[src/rtl/ea_defs.svh]
// constants for the effective address unit: field positions, codes, steps
`ifndef EA_DEFS_SVH
`define EA_DEFS_SVH
`define MODE_DREG 3'h0
`define MODE_AREG 3'h1
`define MODE_IND 3'h2
`define MODE_POSTINC 3'h3
`define MODE_PREDEC 3'h4
`define MODE_DISP 3'h5
`define MODE_INDEX 3'h6
`define MODE_SPECIAL 3'h7
`define SUB_PC_DISP 3'h2
`define SUB_PC_INDEX 3'h3
`define SUB_IMM 3'h4
`define SZ_BYTE 2'h0
`define SZ_WORD 2'h1
`define SZ_LONG 2'h2
`define XB_DA 15
`define XB_NUM_HI 14
`define XB_NUM_LO 12
`define XB_WL 11
`define XB_SCL_HI 10
`define XB_SCL_LO 9
`define XB_FULL 8
`define XB_BS 7
`define XB_IS 6
`define XB_BD_HI 5
`define XB_BD_LO 4
`define XB_IIS_HI 2
`define BD_RSVD 2'h0
`define BD_WORD 2'h2
`define BD_LONG 2'h3
`define SP_NUM 3'h7
`define RF_AREG_BASE 5'h08
`define RF_USP 5'h0F
`define RF_SSP 5'h10
`define RF_DEPTH 17
`define STEP_ONE 32'h00000001
`define STEP_TWO 32'h00000002
`define STEP_FOUR 32'h00000004
`endif

[src/rtl/ea_pkg.sv]
// types shared by the effective address unit and its users
package ea_pkg;
    typedef enum logic [1:0] {LOC_NONE, LOC_DREG, LOC_AREG, LOC_MEM} loc_kind_t;
    typedef enum logic [1:0] {ST_IDLE, ST_FETCH, ST_CALC, ST_POST} ea_state_t;
endpackage

[src/rtl/effective_address_unit.sv]
// effective address decoder with its own data/address register file
//
// Function
// - split the six-bit specifier into a 3-bit mode and a 3-bit register.
// - fetches of opcode and extension words are tagged program space.
// - operand reads are data space, except immediate, pc-relative and indexed jump reads.
// - every operand write goes to data space.
// - data register direct names a data register, no memory access.
// - address register direct names an address register, no memory access.
// - register indirect uses the address register, leaving it unchanged.
// - postincrement uses the register, then adds 1, 2 or 4 after access.
// - byte postincrement of the stack pointer adds two.
// - predecrement subtracts 1, 2 or 4 first, then uses the new value.
// - byte predecrement of the stack pointer subtracts two.
// - displacement mode adds the sign-extended 16-bit extension word.
// - every displacement is sign-extended to 32 bits before adding.
// - brief index: register plus sign-extended low byte plus scaled index.
// - brief and full extension formats, full with 16 or 32-bit displacement.
// - brief indexed references are data space except for jumps.
// - extension bit 15 picks data (0) or address (1) index register.
// - extension bits 14 to 12 give the index register number.
// - bit 11 picks sign-extended low word (0) or full register (1).
// - bits 10 to 9 scale the index by 1, 2, 4 or 8.
// - address register 7 is user or supervisor stack by privilege.
`timescale 1ns/1ns
`include "ea_defs.svh"

module effective_address_unit
(
    input wire logic mclk,
    input wire logic rstn,
    input wire logic ea_req,
    input wire logic [5:0] ea_field,
    input wire logic [1:0] op_size,
    input wire logic op_write,
    input wire logic op_jump,
    input wire logic supervisor,
    input wire logic op_fetch_req,
    input wire logic fetch_ack,
    input wire logic [15:0] fetch_word,
    input wire logic acc_done,
    input wire logic wr_en,
    input wire logic wr_addr_reg,
    input wire logic [2:0] wr_num,
    input wire logic [1:0] wr_size,
    input wire logic [31:0] wr_data,
    input wire logic rd_addr_reg,
    input wire logic [2:0] rd_num,
    output logic fetch_req_ff,
    output logic fetch_prog_ff,
    output logic done_ff,
    output logic bad_ff,
    output ea_pkg::loc_kind_t loc_kind_ff,
    output logic [2:0] loc_num_ff,
    output logic [31:0] operand_locator_ff,
    output logic loc_prog_ff,
    output logic busy_ff,
    output logic [31:0] rd_data_ff
);
    import ea_pkg::*;

    // ****************************************
    // decode helpers
    // ****************************************

    // d0-d7, a0-a6, then both stack pointers
    function automatic logic [4:0] phys(input logic is_a, input logic [2:0] n,
                                        input logic sup);
        logic [4:0] idx;
        idx = {2'h0, n};
        if (is_a)
        begin
            if (n == `SP_NUM)
                idx = sup ? `RF_SSP : `RF_USP;
            else
                idx = `RF_AREG_BASE + {2'h0, n};
        end
        return idx;
    endfunction

    function automatic logic [31:0] sext16(input logic [15:0] v);
        return {{16{v[15]}}, v};
    endfunction

    // ****************************************
    // state
    // ****************************************

    logic [31:0] regs [0:`RF_DEPTH-1];
    ea_state_t state_ff;
    ea_state_t nxt_state;
    logic [2:0] mode_ff;
    logic [2:0] num_ff;
    logic [1:0] size_ff;
    logic write_ff;
    logic jump_ff;
    logic sup_ff;
    logic [15:0] ext_ff;
    logic [31:0] bd_ff;
    logic [1:0] left_ff;
    logic first_ff;

    // ****************************************
    // address arithmetic
    // ****************************************

    wire [4:0] base_idx = phys(1'b1, num_ff, sup_ff);
    wire [31:0] base = regs[base_idx];
    wire sp_base = (num_ff == `SP_NUM);
    wire [31:0] step = (size_ff == `SZ_BYTE) ? (sp_base ? `STEP_TWO : `STEP_ONE)
                     : (size_ff == `SZ_WORD) ? `STEP_TWO : `STEP_FOUR;

    wire [4:0] x_idx = phys(ext_ff[`XB_DA], ext_ff[`XB_NUM_HI:`XB_NUM_LO], sup_ff);
    wire [31:0] x_raw = regs[x_idx];
    wire [31:0] x_val = ext_ff[`XB_WL] ? x_raw : sext16(x_raw[15:0]);
    wire [31:0] x_scaled = x_val << ext_ff[`XB_SCL_HI:`XB_SCL_LO];
    wire [31:0] d8 = {{24{ext_ff[7]}}, ext_ff[7:0]};

    wire is_full = ext_ff[`XB_FULL];
    wire [1:0] bd_size = ext_ff[`XB_BD_HI:`XB_BD_LO];
    wire [31:0] bd_val = (bd_size == `BD_WORD) ? sext16(bd_ff[15:0]) : bd_ff;
    wire [31:0] full_base = ext_ff[`XB_BS] ? 32'h00000000 : base;
    wire [31:0] full_idx = ext_ff[`XB_IS] ? 32'h00000000 : x_scaled;
    // memory indirect forms are not handled; they are flagged instead
    wire full_bad = (ext_ff[`XB_IIS_HI:0] != 3'h0) || (bd_size == `BD_RSVD);

    // all sums stay 32 bits wide so carries out of bit 31 drop
    wire [31:0] brief_addr = base + d8 + x_scaled;
    wire [31:0] full_addr = full_base + full_idx + bd_val;
    wire [31:0] disp_addr = base + sext16(ext_ff);
    wire [31:0] dec_addr = base - step;
    wire [31:0] inc_addr = base + step;

    logic [31:0] calc_addr;
    always_comb
    begin
        case (mode_ff)
            `MODE_IND: calc_addr = base;
            `MODE_POSTINC: calc_addr = base;
            `MODE_PREDEC: calc_addr = dec_addr;
            `MODE_DISP: calc_addr = disp_addr;
            `MODE_INDEX: calc_addr = is_full ? full_addr : brief_addr;
            default: calc_addr = 32'h00000000;
        endcase
    end

    // ****************************************
    // classification
    // ****************************************

    wire pc_rel = (mode_ff == `MODE_SPECIAL) &&
                  (num_ff == `SUB_PC_DISP || num_ff == `SUB_PC_INDEX || num_ff == `SUB_IMM);
    wire jump_idx = (mode_ff == `MODE_INDEX) && jump_ff;
    wire calc_prog = !write_ff && (pc_rel || jump_idx);

    // pc-relative, absolute and immediate forms belong to the sequencer
    wire calc_bad = (mode_ff == `MODE_SPECIAL) ||
                    ((mode_ff == `MODE_INDEX) && is_full && full_bad) ||
                    ((mode_ff == `MODE_AREG) && (size_ff == `SZ_BYTE));

    loc_kind_t calc_kind;
    always_comb
    begin
        case (mode_ff)
            `MODE_DREG: calc_kind = LOC_DREG;
            `MODE_AREG: calc_kind = LOC_AREG;
            `MODE_SPECIAL: calc_kind = LOC_NONE;
            default: calc_kind = LOC_MEM;
        endcase
    end

    // ****************************************
    // extension word sequencing
    // ****************************************

    wire [2:0] req_mode = ea_field[5:3];
    wire [2:0] req_num = ea_field[2:0];
    wire req_ext = (req_mode == `MODE_DISP) || (req_mode == `MODE_INDEX);
    wire [1:0] word_bd = fetch_word[`XB_BD_HI:`XB_BD_LO];
    wire more_words = (mode_ff == `MODE_INDEX) && fetch_word[`XB_FULL] &&
                      (word_bd == `BD_WORD || word_bd == `BD_LONG);
    wire [1:0] first_left = (word_bd == `BD_LONG) ? 2'h2 : 2'h1;
    wire last_word = first_ff ? !more_words : (left_ff == 2'h1);

    always_comb
    begin
        nxt_state = state_ff;
        case (state_ff)
            ST_IDLE:
                if (ea_req)
                    nxt_state = req_ext ? ST_FETCH : ST_CALC;
            ST_FETCH:
                if (fetch_ack && last_word)
                    nxt_state = ST_CALC;
            ST_CALC:
                if (mode_ff == `MODE_POSTINC && !calc_bad)
                    nxt_state = ST_POST;
                else
                    nxt_state = ST_IDLE;
            ST_POST:
                if (acc_done)
                    nxt_state = ST_IDLE;
            default: nxt_state = ST_IDLE;
        endcase
    end

    wire issue_first = (state_ff == ST_IDLE) && ea_req && req_ext;
    wire issue_more = (state_ff == ST_FETCH) && fetch_ack && !last_word;
    wire issue_op = (state_ff == ST_IDLE) && !ea_req && op_fetch_req;
    wire nxt_fetch = issue_first || issue_more || issue_op;

    always_ff @(posedge mclk or negedge rstn)
    begin
        if (!rstn)
        begin
            state_ff <= ST_IDLE;
            fetch_req_ff <= 1'b0;
            fetch_prog_ff <= 1'b0;
            busy_ff <= 1'b0;
        end
        else
        begin
            state_ff <= nxt_state;
            fetch_req_ff <= nxt_fetch;
            fetch_prog_ff <= nxt_fetch;
            busy_ff <= (nxt_state != ST_IDLE);
        end
    end

    always_ff @(posedge mclk or negedge rstn)
    begin
        if (!rstn)
        begin
            mode_ff <= 3'h0;
            num_ff <= 3'h0;
            size_ff <= 2'h0;
            write_ff <= 1'b0;
            jump_ff <= 1'b0;
            sup_ff <= 1'b0;
        end
        else if (state_ff == ST_IDLE && ea_req)
        begin
            mode_ff <= req_mode;
            num_ff <= req_num;
            size_ff <= op_size;
            write_ff <= op_write;
            jump_ff <= op_jump;
            sup_ff <= supervisor;
        end
    end

    always_ff @(posedge mclk or negedge rstn)
    begin
        if (!rstn)
        begin
            ext_ff <= 16'h0000;
            bd_ff <= 32'h00000000;
            left_ff <= 2'h0;
            first_ff <= 1'b0;
        end
        else if (issue_first)
        begin
            bd_ff <= 32'h00000000;
            first_ff <= 1'b1;
        end
        else if (state_ff == ST_FETCH && fetch_ack)
        begin
            first_ff <= 1'b0;
            if (first_ff)
            begin
                ext_ff <= fetch_word;
                left_ff <= first_left;
            end
            else
            begin
                // high word arrives first for a long displacement
                bd_ff <= {bd_ff[15:0], fetch_word};
                left_ff <= left_ff - 2'h1;
            end
        end
    end

    // ****************************************
    // results
    // ****************************************

    wire in_calc = (state_ff == ST_CALC);

    always_ff @(posedge mclk or negedge rstn)
    begin
        if (!rstn)
        begin
            done_ff <= 1'b0;
            bad_ff <= 1'b0;
            loc_kind_ff <= LOC_NONE;
            loc_num_ff <= 3'h0;
            operand_locator_ff <= 32'h00000000;
            loc_prog_ff <= 1'b0;
        end
        else
        begin
            done_ff <= in_calc;
            if (in_calc)
            begin
                bad_ff <= calc_bad;
                loc_kind_ff <= calc_kind;
                loc_num_ff <= num_ff;
                operand_locator_ff <= calc_addr;
                loc_prog_ff <= calc_prog;
            end
        end
    end

    // ****************************************
    // register file
    // ****************************************

    wire upd_pre = in_calc && (mode_ff == `MODE_PREDEC) && !calc_bad;
    wire upd_post = (state_ff == ST_POST) && acc_done;
    wire upd_en = upd_pre || upd_post;
    wire [31:0] upd_val = upd_pre ? dec_addr : inc_addr;

    // sequencer writes only land while idle, so they never race an update
    wire host_wr = wr_en && (state_ff == ST_IDLE);
    wire [4:0] host_idx = phys(wr_addr_reg, wr_num, supervisor);
    wire [31:0] host_old = regs[host_idx];
    logic [31:0] host_val;
    always_comb
    begin
        if (wr_addr_reg)
            host_val = (wr_size == `SZ_WORD) ? sext16(wr_data[15:0]) : wr_data;
        else if (wr_size == `SZ_BYTE)
            host_val = {host_old[31:8], wr_data[7:0]};
        else if (wr_size == `SZ_WORD)
            host_val = {host_old[31:16], wr_data[15:0]};
        else
            host_val = wr_data;
    end

    wire [4:0] rf_widx = upd_en ? base_idx : host_idx;
    wire rf_we = upd_en || host_wr;
    wire [31:0] rf_wval = upd_en ? upd_val : host_val;

    genvar gi;
    generate
        for (gi = 0; gi < `RF_DEPTH; gi++)
        begin : g_rf
            always_ff @(posedge mclk or negedge rstn)
            begin
                if (!rstn)
                    regs[gi] <= 32'h00000000;
                else if (rf_we && rf_widx == 5'(gi))
                    regs[gi] <= rf_wval;
            end
        end
    endgenerate

    always_ff @(posedge mclk or negedge rstn)
    begin
        if (!rstn)
            rd_data_ff <= 32'h00000000;
        else
            rd_data_ff <= regs[phys(rd_addr_reg, rd_num, supervisor)];
    end

endmodule // effective_address_unit

[config.mk]
export PLATFORM = sky130hd
export DESIGN_NAME = effective_address_unit
export DESIGN_NICKNAME = d
export VERILOG_FILES = /design/src/rtl/ea_pkg.sv /design/src/rtl/effective_address_unit.sv
export VERILOG_INCLUDE_DIRS = /design/src /design/src/rtl
export SDC_FILE = /design/constraint.sdc
export NUM_CORES = 2
export LEC_CHECK = 0
export ABC_AREA = 1
export BUFFER_PORTS_ARGS = -buffer_cell sky130_fd_sc_hd__clkbuf_2
export CAP_MARGIN = 20
export CELL_PAD_IN_SITES_DETAIL_PLACEMENT = 1
export CELL_PAD_IN_SITES_GLOBAL_PLACEMENT = 1
export CORE_UTILIZATION = 40
export CTS_CLUSTER_DIAMETER = 100
export DETAILED_ROUTE_END_ITERATION = 10
export PLACE_DENSITY_LB_ADDON = 0.1
export SYNTH_ARGS = -nofsm -noshare
export SYNTH_HDL_FRONTEND = slang
export SYNTH_SLANG_ARGS = --single-unit
[constraint.sdc]
create_clock -name mclk -period 5.95 [get_ports mclk]
set_clock_uncertainty 0.2 [all_clocks]
set_input_delay 0.8925 -clock mclk [delete_from_list [all_inputs] [get_ports mclk]]
set_output_delay 0.8925 -clock mclk [all_outputs]
set_load 0.03 [all_outputs]
==> results.txt <==
Status: complete, but fails checks
Failing checks: hold timing
Congestion Overflow GR: 0
Final setup viols: 0
Routed WL: 291 mm
Critical-path top delay cell: fa_1
Worst r2r dst: operand_locator_ff[21]
Commonest non-fill, non-tap cell in the layout: nand2_1
CTS tree: yes
DP Cell Count: 9237
CTS H-tree depth: 3
GR peak layer: met2
Max-Cap Viols: 0
Largest net degree at the start of global routing: 124
Die ar.: 128000 µm²
Gpl congestion: 1.04
CP peak stage delay: 0.47 ns
Worst R2R Setup Slack: 0.06 ns
Vias: 59500
Finished Layout Cells: 9452
Tcrit/Tclk final: 0.989
DR vias/cell: 6.30
Most frequent cells in the layout: 2051 x nand2_1, 790 x o21ai_0, 678 x inv_1
Worst hold path class: in -> async
Number of global-route vias before repair: 58600
Post-synth EDFFs: 0
DR WL/cell: 30.7 µm
Hold_ws: -0.0330 ns
Initial Util: 0.406
Antenna violations before repair: 15
Worst slew margin: 0.148
RSZ-0062 raised after global routing: true
Number of antenna-violating nets in the routed design: 0
Layout area overhead: 22.1%
Max Slew Vio Count: 0
Largest buffer count on any clock path: 3
Final nets: 8007
Detail Placement HPWL: 206 mm
Setup TNS: 0 ns
Met1 Use GR: 0.553
Core ar.: 124000 µm²
Synth Area per Inst: 6.90 µm²
Fmax achieved: 0.170 GHz
I/O pin count: 151
Synth Cell Area: 50500 µm²
Setup crit start kind: register
Worst reg2reg path depth: 34
TritonRoute pass-1 iters: 6
Ys async rst share: 1.00
Final Util: 0.495
Row count: 129
Hold Vio Cnt, Final: 11
Slew @ Worst Pin: 1.28 ns
Fin crit period: 5.89 ns
Worst r2r src: ext_ff[12]
Dominant synthesized flop cell: dfrtp_1
Post-Synthesis Cells: 7321
Sequential area share after synthesis: 0.338
Worst skew pair latency: 0.74 ns
Crit end category: register
CTS Buf Count: 87
First-pass GRT wire length: 414 mm
TritonCTS Sinks: 682
Port buffer count: 150
WP data required: 6.34 ns
Max FO, Critical Path: 5
Synth Warn #: 0
Synth unique cells: 65
Critical path class: reg -> reg
Starting DRC count in detailed routing: 6757
CP most frequent cell: nand2_1
Layout cells sized above 1: 0.173
Critical Path AT: 6.27 ns
Routing usage on met2: 0.679
Tot GR Track Use: 0.446
Syn Nets: 7587
Clk slew on worst S/H paths: 0.06 ns
Yosys reg bits: 682
Die width: 357 µm
GR Layer Usage met3: 0.111
Die Y: 357 µm
Drc violations: 0
Root Buffer: clkbuf_16
-- through the flow --
step	worst slack [ns]	hold WS [ns]	instance area [µm²]
after floorplan	0.183	0.243	50500
after global placement	-0.746	0.262	56600
after detailed placement	-0.734	0.266	56600
after CTS	0.000501	0.00694	59900
after global routing	-0.138	0.0258	61600
final	0.0637	-0.0330	61700
-- final cells by class --
class	instances	area, µm²
flip-flops and latches	682	17100
multi-input cells	5423	30000
inverters	717	2710
fillers	15800	62800
clock buffers	120	2510
diodes	6	15.0
repair buffers	830	6890
clock inverters	37	427
well taps	1637	2050
-- registers in the layout (all words and copies together) (netlist names), 2 cells and up --
register and count:
num_ff 3, rd_data_ff 32, operand_locator_ff 32, regs 544
loc_num_ff 3, size_ff 2, bd_ff 32, ext_ff 16
left_ff 2, mode_ff 3, loc_kind_ff 2, state_ff 2
-- layer usage --
layer	part of all wire	vias up	wire (µm)
li1	-	25600	-
met4	0.084	14	24300
met1	0.39	29700	112000
met5	0.00053	-	154
met2	0.43	3317	126000
met3	0.097	931	28300
-- cells in the mapped netlist, types with 22 or more instances --
master / number / share of area
o311ai_0: 53 / 0.0092
o2111ai_1: 29 / 0.0050
a211oi_1: 29 / 0.0043
o22ai_1: 82 / 0.010
ha_1: 123 / 0.030
buf_2: 73 / 0.0072
o221ai_1: 72 / 0.012
fa_1: 67 / 0.027
nor2_1: 404 / 0.030
clkbuf_1: 365 / 0.027
xor2_1: 40 / 0.0069
nor3_1: 47 / 0.0047
o21ai_0: 857 / 0.085
dfrtp_1: 682 / 0.34
o211ai_1: 201 / 0.030
a221oi_1: 107 / 0.019
nand4_1: 35 / 0.0043
nand3_1: 363 / 0.036
a31oi_1: 52 / 0.0064
o21a_1: 22 / 0.0033
o21ai_1: 138 / 0.014
a21oi_1: 385 / 0.038
o31ai_1: 24 / 0.0036
buf_1: 38 / 0.0028
or2_2: 31 / 0.0038
nand2_1: 2092 / 0.16
inv_1: 690 / 0.051
-- how the worst max path moves through the flow --
stage | start | end | slack, ns | cells past startpoint
6_report | ext_ff[12] | operand_locator_ff[21] | 0.06 | 34
5_1_grt | ext_ff[12] | operand_locator_ff[31] | -0.14 | 38
4_1_cts | ext_ff[12] | operand_locator_ff[31] | 0.0005 | 38
3_5_place_dp | ext_ff[12] | operand_locator_ff[22] | -0.73 | 35
3_3_place_gp | ext_ff[12] | operand_locator_ff[22] | -0.75 | 33
2_1_floorplan | ext_ff[15] | operand_locator_ff[19] | 0.18 | 34
-- kinds of logic after synthesis --
group,share of synthesized area
AOI/OAI and AO/OA,0.251
xor gates and xnor gates,0.00850
adders and majority gates,0.0570
buffers and inverters,0.0946
DFF,0.338
muxes,0.000793
and+or+nand+nor,0.250
-- worst max-delay path: cells and delay by family, from the launching register on --
family / cells / cell delay [ns]
DFF: 1 / 0.44
adders and majority gates: 2 / 0.76
and+or+nand+nor: 11 / 1.12
AOI/OAI and AO/OA: 14 / 2.06
xor gates and xnor gates: 1 / 0.30
buffers and inverters: 6 / 0.82
-- what timing repair did --
action,CTS,global route
hold buffers,0,0
resized for setup,81,293
pin swaps,15,109
setup endpoints to repair,23,47
gates cloned,2,11
setup buffers,2,36
Power is not shown: default switching activity piles up to over one toggle a cycle in this logic, so the estimate is an artifact.
